==> config.mk <==
export PLATFORM = sky130hd
export DESIGN_NAME = elc_ext_line_ctrl
export DESIGN_NICKNAME = d
export VERILOG_FILES = /design/src/hw/elc_pkg.sv /design/src/hw/elc_ext_line_ctrl.sv
export SDC_FILE = /design/constraint.sdc
export NUM_CORES = 1
export LEC_CHECK = 0
export BUFFER_PORTS_ARGS = -buffer_cell sky130_fd_sc_hd__buf_4
export CORE_AREA = 8 8 178 264
export CTS_BUF_LIST = sky130_fd_sc_hd__clkbuf_4
export DETAILED_ROUTE_END_ITERATION = 8
export DIE_AREA = 0 0 186 272
export PLACE_DENSITY = 0.59
export REMOVE_ABC_BUFFERS = 1
export SYNTH_ARGS = -nofsm -noshare
export SYNTH_HDL_FRONTEND = slang
export SYNTH_SLANG_ARGS = --single-unit
export TNS_END_PERCENT = 50
==> constraint.sdc <==
create_clock -name clk -period 2.47 [get_ports clk]
set_input_delay 0.1235 -clock clk [delete_from_list [all_inputs] [get_ports clk]]
set_output_delay 0.1235 -clock clk [all_outputs]
set_load 0.05 [all_outputs]
==> src/hw/elc_pkg.sv <==
package elc_pkg;

  // line count and the line vector type
  localparam int NLINES = 19;
  typedef logic [NLINES-1:0] elc_line_t;

  // register byte addresses
  localparam logic [31:0] OFF_IRQ_MASK  = 32'h0000_0000;
  localparam logic [31:0] OFF_EVT_MASK  = 32'h0000_0004;
  localparam logic [31:0] OFF_RISE_EN   = 32'h0000_0008;
  localparam logic [31:0] OFF_FALL_EN   = 32'h0000_000c;
  localparam logic [31:0] OFF_SW_TRIG   = 32'h0000_0010;
  localparam logic [31:0] OFF_LINE_PEND = 32'h0000_0014;

  // reset values, all control state starts cleared
  localparam elc_line_t RST_LINES = 19'h0_0000;
  localparam logic [12:0] RSVD_ZERO = 13'h0000;

  // bus response codes
  localparam logic [1:0] RESP_OKAY   = 2'h0;
  localparam logic [1:0] RESP_SLVERR = 2'h2;

  // axi4-lite master to slave
  typedef struct packed {
    logic        awvalid;
    logic [31:0] awaddr;
    logic        wvalid;
    logic [31:0] wdata;
    logic [3:0]  wstrb;
    logic        bready;
    logic        arvalid;
    logic [31:0] araddr;
    logic        rready;
  } elc_axi_req_s;

  // axi4-lite slave to master
  typedef struct packed {
    logic        awready;
    logic        wready;
    logic        bvalid;
    logic [1:0]  bresp;
    logic        arready;
    logic        rvalid;
    logic [31:0] rdata;
    logic [1:0]  rresp;
  } elc_axi_rsp_s;

  // trigger sources feeding the lines
  typedef struct packed {
    logic [15:0] pin;
    logic        volt_mon;
    logic        rtc_alarm;
    logic        usb_wake;
  } elc_src_s;

endpackage

==> src/hw/elc_ext_line_ctrl.sv <==
`timescale 1ns/1ps
module elc_ext_line_ctrl
(
  input  wire logic                  clk,
  input  wire logic                  reset_n,
  input  wire elc_pkg::elc_axi_req_s bus_req,
  output      elc_pkg::elc_axi_rsp_s bus_rsp,
  input  wire elc_pkg::elc_src_s     src_in,
  output      elc_pkg::elc_line_t    irq_req,
  output      elc_pkg::elc_line_t    evt_pulse
);
  import elc_pkg::*;

  // byte strobes widened to a bit mask
  function automatic logic [31:0] strb_mask(input logic [3:0] s);
    return {{8{s[3]}}, {8{s[2]}}, {8{s[1]}}, {8{s[0]}}};
  endfunction

  // line bits of a write, byte lanes applied
  function automatic elc_line_t wr_bits(input logic [31:0] d,
                                        input logic [3:0]  s);
    logic [31:0] m;
    m = d & strb_mask(s);
    return m[NLINES-1:0];
  endfunction

  // read-modify-write of a plain register under byte lanes
  function automatic elc_line_t merge(input elc_line_t   old,
                                      input logic [31:0] d,
                                      input logic [3:0]  s);
    logic [31:0] m;
    m = strb_mask(s);
    return (old & ~m[NLINES-1:0]) | (d[NLINES-1:0] & m[NLINES-1:0]);
  endfunction

  logic        aw_have_q, aw_have_d;
  logic [31:0] awaddr_q,  awaddr_d;
  logic        w_have_q,  w_have_d;
  logic [31:0] wdata_q,   wdata_d;
  logic [3:0]  wstrb_q,   wstrb_d;
  logic        bvalid_q,  bvalid_d;
  logic [1:0]  bresp_q,   bresp_d;
  logic        rvalid_q,  rvalid_d;
  logic [31:0] rdata_q,   rdata_d;
  logic [1:0]  rresp_q,   rresp_d;
  logic        wr_go;
  logic        aw_ready;
  logic        w_ready;
  logic        ar_ready;
  logic        wr_hit;

  elc_line_t   imask_q,   imask_d;
  elc_line_t   emask_q,   emask_d;
  elc_line_t   rise_q,    rise_d;
  elc_line_t   fall_q,    fall_d;
  elc_line_t   sw_q,      sw_d;
  elc_line_t   pend_q,    pend_d;
  elc_line_t   irq_q,     irq_d;
  elc_line_t   evt_q,     evt_d;
  elc_line_t   sync1_q,   sync1_d;
  elc_line_t   sync2_q,   sync2_d;
  elc_line_t   prev_q,    prev_d;
  elc_line_t   line_raw;
  elc_line_t   rise_hit;
  elc_line_t   fall_hit;
  elc_line_t   edge_hit;
  elc_line_t   any_edge;
  elc_line_t   sw_one;
  elc_line_t   sw_pend;
  elc_line_t   pend_w1c;
  elc_line_t   pol_chg;
  elc_line_t   evt_only;
  elc_line_t   eo_req;
  logic        cfg_wr;

  // address and data channels taken independently, one write at a time
  always_comb
  begin
    aw_ready  = ~aw_have_q;
    w_ready   = ~w_have_q;
    ar_ready  = ~rvalid_q;
    wr_go     = aw_have_q & w_have_q & ~bvalid_q;
    aw_have_d = aw_have_q;
    awaddr_d  = awaddr_q;
    w_have_d  = w_have_q;
    wdata_d   = wdata_q;
    wstrb_d   = wstrb_q;
    bvalid_d  = bvalid_q;
    bresp_d   = bresp_q;
    rvalid_d  = rvalid_q;
    rdata_d   = rdata_q;
    rresp_d   = rresp_q;
    wr_hit    = (awaddr_q == OFF_IRQ_MASK) || (awaddr_q == OFF_EVT_MASK) ||
                (awaddr_q == OFF_RISE_EN)  || (awaddr_q == OFF_FALL_EN)  ||
                (awaddr_q == OFF_SW_TRIG)  || (awaddr_q == OFF_LINE_PEND);
    if (bus_req.awvalid && aw_ready)
    begin
      aw_have_d = 1'b1;
      awaddr_d  = bus_req.awaddr;
    end
    if (bus_req.wvalid && w_ready)
    begin
      w_have_d = 1'b1;
      wdata_d  = bus_req.wdata;
      wstrb_d  = bus_req.wstrb;
    end
    if (bvalid_q && bus_req.bready)
      bvalid_d = 1'b0;
    if (wr_go)
    begin
      aw_have_d = 1'b0;
      w_have_d  = 1'b0;
      bvalid_d  = 1'b1;
      bresp_d   = wr_hit ? RESP_OKAY : RESP_SLVERR;
    end
    if (rvalid_q && bus_req.rready)
      rvalid_d = 1'b0;
    if (bus_req.arvalid && ar_ready)
    begin
      rvalid_d = 1'b1;
      rresp_d  = RESP_OKAY;
      case (bus_req.araddr)
        OFF_IRQ_MASK:  rdata_d = {RSVD_ZERO, imask_q};
        OFF_EVT_MASK:  rdata_d = {RSVD_ZERO, emask_q};
        OFF_RISE_EN:   rdata_d = {RSVD_ZERO, rise_q};
        OFF_FALL_EN:   rdata_d = {RSVD_ZERO, fall_q};
        OFF_SW_TRIG:   rdata_d = {RSVD_ZERO, sw_q};
        OFF_LINE_PEND: rdata_d = {RSVD_ZERO, pend_q};
        default:
        begin
          rdata_d = 32'h0000_0000;
          rresp_d = RESP_SLVERR;
        end
      endcase
    end
  end

  always_ff @(posedge clk)
  begin
    if (!reset_n)
    begin
      aw_have_q <= 1'b0;
      awaddr_q  <= 32'h0000_0000;
      w_have_q  <= 1'b0;
      wdata_q   <= 32'h0000_0000;
      wstrb_q   <= 4'h0;
      bvalid_q  <= 1'b0;
      bresp_q   <= RESP_OKAY;
      rvalid_q  <= 1'b0;
      rdata_q   <= 32'h0000_0000;
      rresp_q   <= RESP_OKAY;
    end
    else
    begin
      aw_have_q <= aw_have_d;
      awaddr_q  <= awaddr_d;
      w_have_q  <= w_have_d;
      wdata_q   <= wdata_d;
      wstrb_q   <= wstrb_d;
      bvalid_q  <= bvalid_d;
      bresp_q   <= bresp_d;
      rvalid_q  <= rvalid_d;
      rdata_q   <= rdata_d;
      rresp_q   <= rresp_d;
    end
  end

  // fixed source order; glitch-free sources are the driver's duty
  assign line_raw = {src_in.usb_wake, src_in.rtc_alarm, src_in.volt_mon,
                     src_in.pin};

  // two-stage synchroniser, then one more stage as the last sample
  always_comb
  begin
    sync1_d = line_raw;
    sync2_d = sync1_q;
    prev_d  = sync2_q;
  end

  always_ff @(posedge clk)
  begin
    if (!reset_n)
    begin
      sync1_q <= RST_LINES;
      sync2_q <= RST_LINES;
      prev_q  <= RST_LINES;
    end
    else
    begin
      sync1_q <= sync1_d;
      sync2_q <= sync2_d;
      prev_q  <= prev_d;
    end
  end

  // registers, edge triggers and pending flags
  always_comb
  begin
    imask_d  = imask_q;
    emask_d  = emask_q;
    rise_d   = rise_q;
    fall_d   = fall_q;
    sw_one   = RST_LINES;
    pend_w1c = RST_LINES;
    if (wr_go && awaddr_q == OFF_IRQ_MASK)
      imask_d = merge(imask_q, wdata_q, wstrb_q);
    if (wr_go && awaddr_q == OFF_EVT_MASK)
      emask_d = merge(emask_q, wdata_q, wstrb_q);
    if (wr_go && awaddr_q == OFF_RISE_EN)
      rise_d = merge(rise_q, wdata_q, wstrb_q);
    if (wr_go && awaddr_q == OFF_FALL_EN)
      fall_d = merge(fall_q, wdata_q, wstrb_q);
    if (wr_go && awaddr_q == OFF_SW_TRIG)
      sw_one = wr_bits(wdata_q, wstrb_q);
    if (wr_go && awaddr_q == OFF_LINE_PEND)
      pend_w1c = wr_bits(wdata_q, wstrb_q);
    // any enable write blanks detection for that cycle, even unchanged
    cfg_wr   = wr_go && (awaddr_q == OFF_RISE_EN ||
                         awaddr_q == OFF_FALL_EN);
    pol_chg  = (rise_d ^ rise_q) | (fall_d ^ fall_q);
    rise_hit = sync2_q & ~prev_q & rise_q;
    fall_hit = ~sync2_q & prev_q & fall_q;
    any_edge = rise_q & fall_q & (sync2_q ^ prev_q);
    edge_hit = (rise_hit | fall_hit) & {NLINES{~cfg_wr}};
    evt_only = emask_q & ~imask_q;
    eo_req   = sw_one & evt_only & ~edge_hit;
    sw_pend  = sw_one & ~sw_q & ~evt_only;
    sw_d     = (sw_q | sw_one) & ~pend_w1c;
    // a new trigger beats a clear in the same cycle
    pend_d   = (pend_q & ~pend_w1c & ~pol_chg) |
               edge_hit | sw_pend;
    irq_d    = pend_d & imask_d;
    evt_d    = (edge_hit | sw_one) & emask_q;
  end

  always_ff @(posedge clk)
  begin
    if (!reset_n)
    begin
      imask_q <= RST_LINES;
      emask_q <= RST_LINES;
      rise_q  <= RST_LINES;
      fall_q  <= RST_LINES;
      sw_q    <= RST_LINES;
      pend_q  <= RST_LINES; // defined value although software may not rely
      irq_q   <= RST_LINES;
      evt_q   <= RST_LINES;
    end
    else
    begin
      imask_q <= imask_d;
      emask_q <= emask_d;
      rise_q  <= rise_d;
      fall_q  <= fall_d;
      sw_q    <= sw_d;
      pend_q  <= pend_d;
      irq_q   <= irq_d;
      evt_q   <= evt_d;
    end
  end

  // outputs
  assign bus_rsp.awready = aw_ready;
  assign bus_rsp.wready  = w_ready;
  assign bus_rsp.bvalid  = bvalid_q;
  assign bus_rsp.bresp   = bresp_q;
  assign bus_rsp.arready = ar_ready;
  assign bus_rsp.rvalid  = rvalid_q;
  assign bus_rsp.rdata   = rdata_q;
  assign bus_rsp.rresp   = rresp_q;
  assign irq_req         = irq_q;
  assign evt_pulse       = evt_q;

  rise_set_a: assert property (@(posedge clk) disable iff (!reset_n)
    (rise_hit != '0) && !cfg_wr |=>
      (pend_q & $past(rise_hit)) == $past(rise_hit))
    else $error("rising edge did not set pending");
  fall_set_a: assert property (@(posedge clk) disable iff (!reset_n)
    (fall_hit != '0) && !cfg_wr |=>
      ((pend_q & $past(fall_hit)) == $past(fall_hit)) &&
      ((evt_pulse & $past(fall_hit)) == ($past(fall_hit) & $past(emask_q))))
    else $error("falling edge not taken");
  both_edge_a: assert property (@(posedge clk) disable iff (!reset_n)
    (any_edge != '0) && !cfg_wr |=>
      (pend_q & $past(any_edge)) == $past(any_edge))
    else $error("dual edge line missed an edge");
  cfg_block_a: assert property (@(posedge clk) disable iff (!reset_n)
    cfg_wr |=> ((pend_q & ~$past(pend_q)) == '0) && (evt_pulse == '0))
    else $error("edge recognised during enable write");
  sw_evt_a: assert property (@(posedge clk) disable iff (!reset_n)
    (sw_one != '0) |=>
      (evt_pulse & $past(sw_one)) == ($past(sw_one) & $past(emask_q)))
    else $error("software request not forwarded as event");
  sw_pend_a: assert property (@(posedge clk) disable iff (!reset_n)
    (sw_pend != '0) |=> (pend_q & $past(sw_pend)) == $past(sw_pend))
    else $error("software trigger did not set pending");
  evt_only_a: assert property (@(posedge clk) disable iff (!reset_n)
    (eo_req != '0) |=> (pend_q & ~$past(pend_q) & $past(eo_req)) == '0)
    else $error("event-only request set pending");
  w1c_clr_a: assert property (@(posedge clk) disable iff (!reset_n)
    (pend_w1c != '0) && (edge_hit == '0) |=>
      ((pend_q | sw_q) & $past(pend_w1c)) == '0)
    else $error("write one to pending left bits set");
  pol_clr_a: assert property (@(posedge clk) disable iff (!reset_n)
    cfg_wr |=> (pend_q & $past(pol_chg)) == '0)
    else $error("polarity change did not clear pending");
  pend_hold_a: assert property (@(posedge clk) disable iff (!reset_n)
    (pend_w1c == '0) && !cfg_wr |=> (pend_q & $past(pend_q)) == $past(pend_q))
    else $error("pending flag dropped without clear");
  // with no write, pending only gains edges and the mask alone gates it
  irq_gate_a: assert property (@(posedge clk) disable iff (!reset_n)
    !wr_go |=> irq_req == ($past(pend_q | edge_hit) & imask_q))
    else $error("interrupt request not gated by mask");
  rsvd_zero_a: assert property (@(posedge clk) disable iff (!reset_n)
    bus_rsp.rvalid |-> bus_rsp.rdata[31:19] == RSVD_ZERO)
    else $error("reserved read bits not zero");
  // every stage must have been out of reset for the chain to be full
  sync_lat_a: assert property (@(posedge clk) disable iff (!reset_n)
    $past(reset_n) && $past(reset_n, 2) && $past(reset_n, 3) |->
      prev_q == $past(line_raw, 3))
    else $error("line sample chain latency wrong");

endmodule

==> flow_summary.yaml, run 1 <==
floorplanning:
  die-area_um2: 50600
  rows: 94
  die_y_um: 272
  io-pin-count: 205
  die_x_um: 186
  core_um2: 43300
  start_util: 0.294
outcome:
  outcome: "complete, no violations"
global_routing:
  grt_pass1_vias: 12528
  grt_max_degree: 172
  antenna_found_initial: 3
  globalRouteTotalUtil: 0.174
  grt_pass1_wl_mm: 68.5
  grt-ovfl-total: 0
clock_tree:
  cts_sinks: 288
  path_clk_slew_ns: 0.07
  cts_buffers: 73
  insertion_delay_ns: 0.79
  cts_htree_levels: 3
  clockBufferDepth: 3
  cts_tree: "yes"
  root_buffer: "clkbuf_4"
cells_and_area:
  nFillCells: 4476
  syn2layout_area_growth_pct: 30.0
  drive_above_1_share: 0.212
  nets: 1869
pwr:
  power_leakage_nw: 6.51
  irDropWorstVdd_uv: 241
  power_density_nw_per_um2: 611
synthesis:
  yosysSeqAreaShare: 0.454
  synthCells: 1483
  async_reset_ff_frac: 0
  synthFlopType: "dfxtp_1"
  synth_top_family_by_area: "simple AND/OR/NAND/NOR gates"
  synth_edf_count: 0
  synth_warnings: 0
  synthSimpleGateAreaFrac: 0.219
  ys_top_cells_by_area: "dfxtp_1, nand2_1, mux2i_1"
  yosysTopAreaCellShare: 0.454
  synth_compound_area_frac: 0.150
  synthDistinctLibCells: 48
  synth-adder-area-share: 0
  synth_largest_area_cell: "dfxtp_1"
  synth_xor_area_frac: 0.0131
  ys_seq_elements: 288
  postSynthAreaPerCell_um2: 8.57
  synth_mux_area_frac: 0.102
  yosysMostFrequentCell: "dfxtp_1"
  netlist_area_um2: 12700
  synth_common_cells: "dfxtp_1, nand2_1, a21oi_1"
sta:
  finClkSkew_ns: 0.0493
  slew_headroom: 0.418
  post-route-period-util: 0.932
  setup_viol: 0
  maxSlewViolCount: 0
  hold_viol: 0
  rsz0062_at_grt: "false"
  worst_pin_slew_ns: 0.872
  tns_ns: 0
  max_freq_ghz: 0.434
  fin_crit_ns: 2.30
  worst_slack_ns: 0.167
setup_path:
  path_max_fanout: 14
  worst_setup_path_start_kind: "flop"
  required_ns: 3.11
  crit_path_end_kind: "flop"
  critical_path_class: "flop to flop"
  cp.arrival_ns: 2.95
placed_design:
  dpl_worst_slack_ns: 0.0825
  dp_hpwl_mm: 28.3
  port_buffers: 175
  place.gp.congestion: 0.849
routing:
  num_vias: 12225
  ant_nets: 0
  wl_per_cell_um: 18.8
  firstDrtPassIters: 7
  drt_iter0_drc: 709
  drt_wl_total_mm: 44.5
  drcViolationCount: 0
  vias_per_cell: 5.17
min_path:
  hp-class: "input pin to flop"
flow_run:
  cap_violations: 0
==> worst max-delay path, cell delays in order, from the launching register on <==
cell and delay, ns:
dfxtp_1 0.31, nor4_1 0.35, nand2_1 0.27, nor4_2 0.45
buf_4 0.31, nand3_1 0.15, a311oi_2 0.34
==> registers in the layout, summed over array words and instances, names as in the netlist, named ones only <==
register / cells
aw_have_q: 1
awaddr_q: 32
bresp_q: 1
bvalid_q: 1
evt_pulse: 19
fall_q: 19
imask_q: 19
irq_req: 19
pend_q: 19
prev_d: 19
prev_q: 19
rdata_q: 19
rise_q: 19
rresp_q: 1
rvalid_q: 1
sw_q: 19
sync1_q: 19
w_have_q: 1
wdata_q: 19
wstrb_q: 3
==> per-stage QoR <==
step | std cells | hold WS (ns) | power [W] | area (µm²) | utilization
floorplan | 1353 | 0.232 | 0.00530 | 12100 | -
global placement | 2159 | 0.334 | 0.00580 | 14700 | 0.340
detailed placement | 2159 | 0.336 | 0.00581 | 14700 | 0.340
CTS | 2360 | 0.0339 | 0.0102 | 16500 | 0.381
global route | 2364 | 0.0613 | 0.0106 | 16500 | 0.382
finish | 2366 | 0.0991 | 0.0101 | 16500 | 0.382
==> power breakdown <==
group	internal (W)	leakage, nW	switching [W]
Combinational	0.000402	3.62	0.000589
Clock	0.00231	0.551	0.00196
Sequential	0.00474	2.34	0.0000967
==> repair_timing <==
item | CTS | global route
resized for setup | 0 | 3
buffers inserted | 0 | 1
setup endpoints to repair | 0 | 28
hold endpoints to repair | 97 | 0
hold buffers | 84 | 0
==> path summary, 6_finish.rpt <==
| path | startpoint | end | slack, ns | depth (start not counted) |
|---|---|---|---|---|
| min reg2reg | sync1_q[11] | prev_d[11] | 0.43 | 1 |
| max reg2reg | awaddr_q[16] | irq_req[11] | 0.17 | 6 |
| min | src_in[4] | sync1_q[1] | 0.1 | 3 |
| max | awaddr_q[16] | irq_req[11] | 0.17 | 6 |
==> cell usage in the layout, fill, tap and decap left out, types with 4 or more instances in the layout <==
cell,netlist,final
clkbuf_4,0,103
nor3_1,6,6
dfxtp_1,288,288
nand3b_1,25,25
dlygate4sd3_1,0,84
nor3b_1,5,4
a311oi_1,14,13
bufinv_16,0,4
nor2_1,26,26
diode_2,0,5
a2111o_1,12,12
xor2_1,19,19
nand3_1,69,69
o41ai_1,20,20
conb_1,1,15
nor2b_1,6,4
nand4_1,25,25
nand2_1,283,283
a21oi_1,126,126
o21ai_0,101,101
nand4b_1,12,12
and4b_1,4,4
buf_4,20,222
nor4_1,14,12
clkinv_1,0,8
mux2i_1,83,83
nand3_2,6,5
o211ai_1,13,13
buf_12,0,9
inv_1,45,45
and2_1,58,58
or4_1,8,8
mux4_2,19,19
a31oi_1,20,20
==> cell families (layout without fill, tap and decap cells) <==
| family | count (synthesis) | after routing |
|---|---|---|
| muxes | 105 | 105 |
| xor gates and xnor gates | 19 | 19 |
| buffers and inverters | 190 | 478 |
| other | 1 | 20 |
| AOI/OAI and AO/OA | 320 | 320 |
| DFF | 288 | 288 |
| and+or+nand+nor | 560 | 560 |
==> final cells by class <==
type                       count  area (µm²)  area share
inverter                      46         174      0.0105
antenna                        5        12.5    0.000757
multi-input combinational   1019        6230       0.377
timing repair buffer         315        2690       0.163
sequential                   288        5770       0.349
clock inverter                14         159     0.00962
tap                          576         721      0.0436
clock buffer                 103         773      0.0468
==> per-layer routing <==
| layer | vias to the layer above | track usage | share of wire |
|---|---|---|---|
| met1 | 5800 | 0.192 | 0.38 |
| met4 | 0 | 0.118 | 0.053 |
| li1 | 5732 | - | - |
| met3 | 149 | 0.0420 | 0.071 |
| met5 | - | 0 | 0 |
| met2 | 544 | 0.292 | 0.49 |
(Power assumes the default switching activity.)
==> inputs of run 2 (changes only) <==
--- a/config.mk
+++ b/config.mk
@@ -5,12 +5,12 @@
 export SDC_FILE = /design/constraint.sdc
 export NUM_CORES = 1
 export LEC_CHECK = 0
-export BUFFER_PORTS_ARGS = -buffer_cell sky130_fd_sc_hd__buf_4
+export BUFFER_PORTS_ARGS = -buffer_cell sky130_fd_sc_hd__buf_2
 export CORE_AREA = 8 8 178 264
 export CTS_BUF_LIST = sky130_fd_sc_hd__clkbuf_4
 export DETAILED_ROUTE_END_ITERATION = 8
 export DIE_AREA = 0 0 186 272
-export PLACE_DENSITY = 0.59
+export PLACE_DENSITY = 0.61
 export REMOVE_ABC_BUFFERS = 1
 export SYNTH_ARGS = -nofsm -noshare
 export SYNTH_HDL_FRONTEND = slang
==> constraint.sdc (replaced) <==
create_clock -name clk -period 1.9 [get_ports clk]
set_input_delay 0.095 -clock clk [delete_from_list [all_inputs] [get_ports clk]]
set_output_delay 0.095 -clock clk [all_outputs]
set_load 0.05 [all_outputs]
==> run 2 against run 1 <==
  * The flow now finishes with violations (setup timing)
  * Routed wire length is 9.0% higher
  * Clock-buffer cell count is 2 lower
  * Maximum frequency is 8.1% higher
  * First-iteration DRC count is 14% higher
  * Final area is 9.7% higher
  * Sequential share of layout area is 3.1 points lower
  * Register-to-register slack worse by 0.40 ns
  * Largest cell class unchanged
==> flow_summary.yaml, run 2 (synthesized netlist as in run 1, its figures left out) <==
setup_path:
  startpoint: "awaddr_q[31]"
  crit_path_end: "sw_q[14]"
  critical_path_class: "flop to flop"
  rrSetupSlack_ns: -0.23
  reg2reg_depth: 8
  crit_family: "simple AND/OR/NAND/NOR gates"
  critPathSlowestCell: "or4_4"
  path_max_fanout: 10
  path_depth: 8
  slowest_delay_ns: 0.55
  cp.arrival_ns: 2.76
  worst_setup_path_start_kind: "flop"
  crit_path_end_kind: "flop"
  regToRegEndpoint: "sw_q[14]"
  required_ns: 2.53
  worst-path-buf-inv: 3
  r2r-start: "awaddr_q[31]"
  worstPathCellList: "nor4_4 > buf_4 > nand4_1 > buf_6 > or4_4 > buf_12 > o21ai_1 > a21oi_1"
clock_tree:
  path_clk_slew_ns: 0.07
  clockBufferDepth: 3
  root_buffer: "clkbuf_4"
  insertion_delay_ns: 0.78
  cts_tree: "yes"
  cts_htree_levels: 3
  cts_sinks: 288
  cts_buffers: 73
placed_design:
  port_buffers: 175
  dp_cells: 2213
  place.gp.congestion: 0.870
  placed_area_um2: 14800
  dp_hpwl_mm: 30.4
global_routing:
  use_met2: 0.324
  grt_pass1_wl_mm: 73.0
  grt_busiest_layer: "met2"
  globalRouteTotalUtil: 0.186
  antenna_found_initial: 3
  grt_pass1_vias: 13385
  grt-ovfl-total: 0
  use_met1: 0.194
  grt_max_degree: 117
  use_met3: 0.0392
cells_and_area:
  final_cell_mix: "dfxtp_1, nand2_1, buf_2, dlygate4sd3_1, a21oi_1"
  nFillCells: 4283
  finish.instance_area_um2: 18100
  final_common_cell: "dfxtp_1"
  top_register: "awaddr_q"
  fin_cells: 2477
  largest_reg_flops: 32
  drive_above_1_share: 0.288
  post-route-util: 0.419
  nets: 1979
  syn2layout_area_growth_pct: 42.6
floorplanning:
  start_util: 0.294
  io-pin-count: 205
  die_x_um: 186
  rows: 94
  core_um2: 43300
  die-area_um2: 50600
  die_y_um: 272
routing:
  firstDrtPassIters: 6
  ant_nets: 0
  drt_wl_total_mm: 48.5
  drcViolationCount: 0
  drt_iter0_drc: 807
  wl_per_cell_um: 19.6
  vias_per_cell: 5.18
  num_vias: 12842
sta:
  post-route-period-util: 1.12
  holdWs_ns: 0.0650
  rsz0062_at_grt: "true"
  finClkSkew_ns: 0.0609
  slew_headroom: 0.569
  worst_slack_ns: -0.229
  setup_viol: 145
  fin_crit_ns: 2.13
  worst_pin_slew_ns: 0.647
  maxSlewViolCount: 0
  max_freq_ghz: 0.470
  hold_viol: 0
pwr:
  power_leakage_nw: 7.07
  irDropWorstVdd_uv: 339
  total_power_w: 0.0133
  power_density_nw_per_um2: 735
outcome:
  outcome: "finished with violations"
  violations: "setup timing"
flow_run:
  cap_violations: 0
min_path:
  hp-class: "input pin to flop"
run 2: how the worst min path moves through the flow:
stage / from / end / slack (ns) / depth (start not counted)
2_1_floorplan: reset_n / rdata_q[0] / 0.20 / 2
3_3_place_gp: src_in[13] / sync1_q[10] / 0.30 / 2
3_5_place_dp: src_in[11] / sync1_q[8] / 0.30 / 2
4_1_cts: bus_req[19] / rdata_q[0] / 0.0007 / 7
5_1_grt: src_in[5] / sync1_q[2] / 0.07 / 3
6_report: bus_req[20] / rdata_q[0] / 0.07 / 7
run 2: report_power, final:
part	internal [W]	switching (W)	total [W]
Clock	0.00285	0.00260	0.00545
Sequential	0.00616	0.000110	0.00627
Combinational	0.000693	0.000898	0.00159
run 2: timing repair:
item | 4_1_cts | 5_1_grt
gates resized for setup | 130 | 72
pin swaps | 83 | 45
hold endpoints to repair | 166 | 0
endpoints found under the setup margin | 152 | 174
buffers inserted | 7 | 0
hold buffers | 125 | 0
gates cloned | 8 | 1
run 2: area by class of cell:
class                   instances  area (µm²)  area share
diodes                          4        10.0    0.000552
clock buffers                 101         758      0.0418
clock inverters                18         150     0.00829
inverters                      46         174     0.00960
multi-input cells            1019        6940       0.383
flip-flops and latches        288        5770       0.318
well taps                     576         721      0.0398
repair buffers                425        3600       0.199
run 2: layer usage:
layer | vias to the layer above | share of wire
met5 | - | 0.00027
met4 | 2 | 0.065
met3 | 210 | 0.063
met2 | 585 | 0.51
met1 | 6067 | 0.36
li1 | 5978 | -
run 2: per-stage QoR:
stage / TNS, ns / setup slack [ns]
final: -15.78 / -0.229
after global routing: -34.47 / -0.320
after CTS: -16.01 / -0.230
after detailed placement: -38.35 / -0.507
after global placement: -28.75 / -0.418
after floorplan: -256.62 / -2.90
run 2: worst reg2reg max path: cells and delay by family (launching register included):
family          cells  cell delay (ns)
simple gates        3             0.96
buf+inv             3             0.52
flops               1             0.34
compound gates      2             0.21
==> inputs of run 3 (changes only) <==
--- a/config.mk
+++ b/config.mk
@@ -5,13 +5,15 @@
 export SDC_FILE = /design/constraint.sdc
 export NUM_CORES = 1
 export LEC_CHECK = 0
-export BUFFER_PORTS_ARGS = -buffer_cell sky130_fd_sc_hd__buf_2
 export CORE_AREA = 8 8 178 264
 export CTS_BUF_LIST = sky130_fd_sc_hd__clkbuf_4
 export DETAILED_ROUTE_END_ITERATION = 8
 export DIE_AREA = 0 0 186 272
-export PLACE_DENSITY = 0.61
+export DONT_BUFFER_PORTS = 1
+export PLACE_DENSITY = 0.57
 export REMOVE_ABC_BUFFERS = 1
+export SETUP_SLACK_MARGIN = 0.05
+export SKIP_LAST_GASP = 1
 export SYNTH_ARGS = -nofsm -noshare
 export SYNTH_HDL_FRONTEND = slang
 export SYNTH_SLANG_ARGS = --single-unit
==> run 3 against run 2 <==
  * The flow still finishes with violations (setup timing)
  * Worst hold slack worse by 0.011 ns
  * Sequential power barely moved
  * Critical path depth grew 1
  * Flip-flop and latch count unchanged
  * Clock-buffer cell count increased by 3
  * Worst setup slack improved by 0.027 ns
  * Die area unchanged
  * Critical path type unchanged
  * Highest routed layer is now met4
==> flow_summary.yaml, run 3 (synthesized netlist as in run 1, its figures left out) <==
setup_path:
  worst_setup_path_start_kind: "flop"
  critPathSlowestCell: "dfxtp_2"
  worstPathCellList: "nor4_4 > buf_4 > nand3_4 > nor4_4 > buf_6 > buf_12 > buf_4 > nand3_4 > a311oi_2"
  critical_path_class: "flop to flop"
  crit_family: "simple AND/OR/NAND/NOR gates"
  slowest_delay_ns: 0.34
  cp.arrival_ns: 2.77
  worst-path-buf-inv: 4
  required_ns: 2.57
  path_max_fanout: 7
  crit_path_end_kind: "flop"
floorplanning:
  core_um2: 43300
  die_y_um: 272
  die_x_um: 186
  io-pin-count: 205
  start_util: 0.294
  rows: 94
  die-area_um2: 50600
global_routing:
  grt_pass1_wl_mm: 73.5
  grt_busiest_layer: "met2"
  grt_pass1_vias: 12953
  antenna_found_initial: 1
  use_met3: 0.0470
  grt-ovfl-total: 0
  use_met2: 0.330
  use_met1: 0.199
  globalRouteTotalUtil: 0.189
  grt_max_degree: 137
sta:
  rsz0062_at_grt: "true"
  slew_headroom: 0.496
  fin_crit_ns: 2.10
  worst_pin_slew_ns: 0.754
  worst_slack_ns: -0.202
  hold_viol: 0
  max_freq_ghz: 0.476
  maxSlewViolCount: 0
  setup_viol: 133
  finClkSkew_ns: 0.0683
  post-route-period-util: 1.11
clock_tree:
  clockBufferDepth: 3
  path_clk_slew_ns: 0.07
  root_buffer: "clkbuf_4"
  cts_buffers: 74
  cts_tree: "yes"
  insertion_delay_ns: 0.79
  cts_htree_levels: 3
  cts_sinks: 288
pwr:
  total_power_w: 0.0129
  irDropWorstVdd_uv: 316
  power_density_nw_per_um2: 718
  power_leakage_nw: 6.80
routing:
  firstDrtPassIters: 7
  drt_wl_total_mm: 49.6
  vias_per_cell: 5.25
  drt_iter0_drc: 817
  wl_per_cell_um: 20.5
  drcViolationCount: 0
  ant_nets: 0
  num_vias: 12688
cells_and_area:
  largest_reg_flops: 32
  final_common_cell: "dfxtp_1"
  final_cell_mix: "dfxtp_1, nand2_1, dlygate4sd3_1, a21oi_1, clkbuf_4"
  top_register: "awaddr_q"
  syn2layout_area_growth_pct: 41.7
  drive_above_1_share: 0.190
  nets: 1918
  fin_cells: 2417
min_path:
  hp-class: "input pin to flop"
placed_design:
  dpl_worst_slack_ns: -0.391
  port_buffers: 0
  dp_hpwl_mm: 29.9
  place.gp.congestion: 0.863
  dp_cells: 2047
outcome:
  violations: "setup timing"
  outcome: "finished with violations"
flow_run:
  cap_violations: 0
-- run 3: cell count changes in the layout (fill, tap and decap cells not counted), moves of 13 or more --
cell / change
buf_2: -174
o21ai_2: -13
buf_4: +14
dlygate4sd3_1: +104
-- run 3: power breakdown --
| part | total, W | internal [W] | leakage, nW | switching [W] |
|---|---|---|---|---|
| combinational | 0.00155 | 0.000660 | 3.94 | 0.000888 |
| clock | 0.00511 | 0.00251 | 0.519 | 0.00260 |
| sequential | 0.00627 | 0.00616 | 2.34 | 0.000108 |
-- run 3: through the flow --
step	hold slack (ns)	setup TNS (ns)	util	instance area, µm²
after floorplan	0.204	-256.62	-	12100
after global placement	0.214	-24.58	0.323	14000
after detailed placement	0.225	-34.30	0.323	14000
after CTS	0.00404	-9.50	0.407	17600
after global routing	0.0294	-27.92	0.416	18000
final	0.0539	-13.88	0.416	18000
-- run 3: area by class of cell --
cell class,instances,area (µm²)
Fill cell,4328,25300
Multi-Input combinational cell,1019,6740
Inverter,46,174
Sequential cell,288,5770
Antenna cell,3,7.51
Tap cell,576,721
Timing Repair Buffer,363,3740
Clock buffer,104,781
Clock inverter,18,71.3
-- run 3: worst paths after layout --
path	from	endpoint	slack, ns	depth (start not counted)
min	bus_req[47]	wdata_q[8]	0.05	3
min reg2reg	sync1_q[4]	prev_d[4]	0.44	1
max	awaddr_q[27]	irq_req[12]	-0.20	9
max reg2reg	awaddr_q[27]	irq_req[12]	-0.20	9
-- run 3: tightest hold or removal path, delay by kind of cell --
| kind | cells | cell delay [ns] |
|---|---|---|
| compound gates | 1 | 0.05 |
| buf+inv | 1 | 0.54 |
| simple gates | 1 | 0.06 |
-- run 3: timing repair --
item / 4_1_cts / 5_1_grt
pin swaps: 37 / 25
gates cloned: 1 / 2
setup endpoints to repair: 153 / 208
gates resized for setup: 74 / 64
endpoints found under the hold margin: 277 / 0
setup buffers: 6 / 3
hold buffers: 233 / 0
-- run 3: metal layers --
metal  vias to the layer above  wire, µm
met1                      6106     18300
li1                       5848         -
met5                         -         0
met4                         0      3050
met3                       175      3300
met2                       559     24900
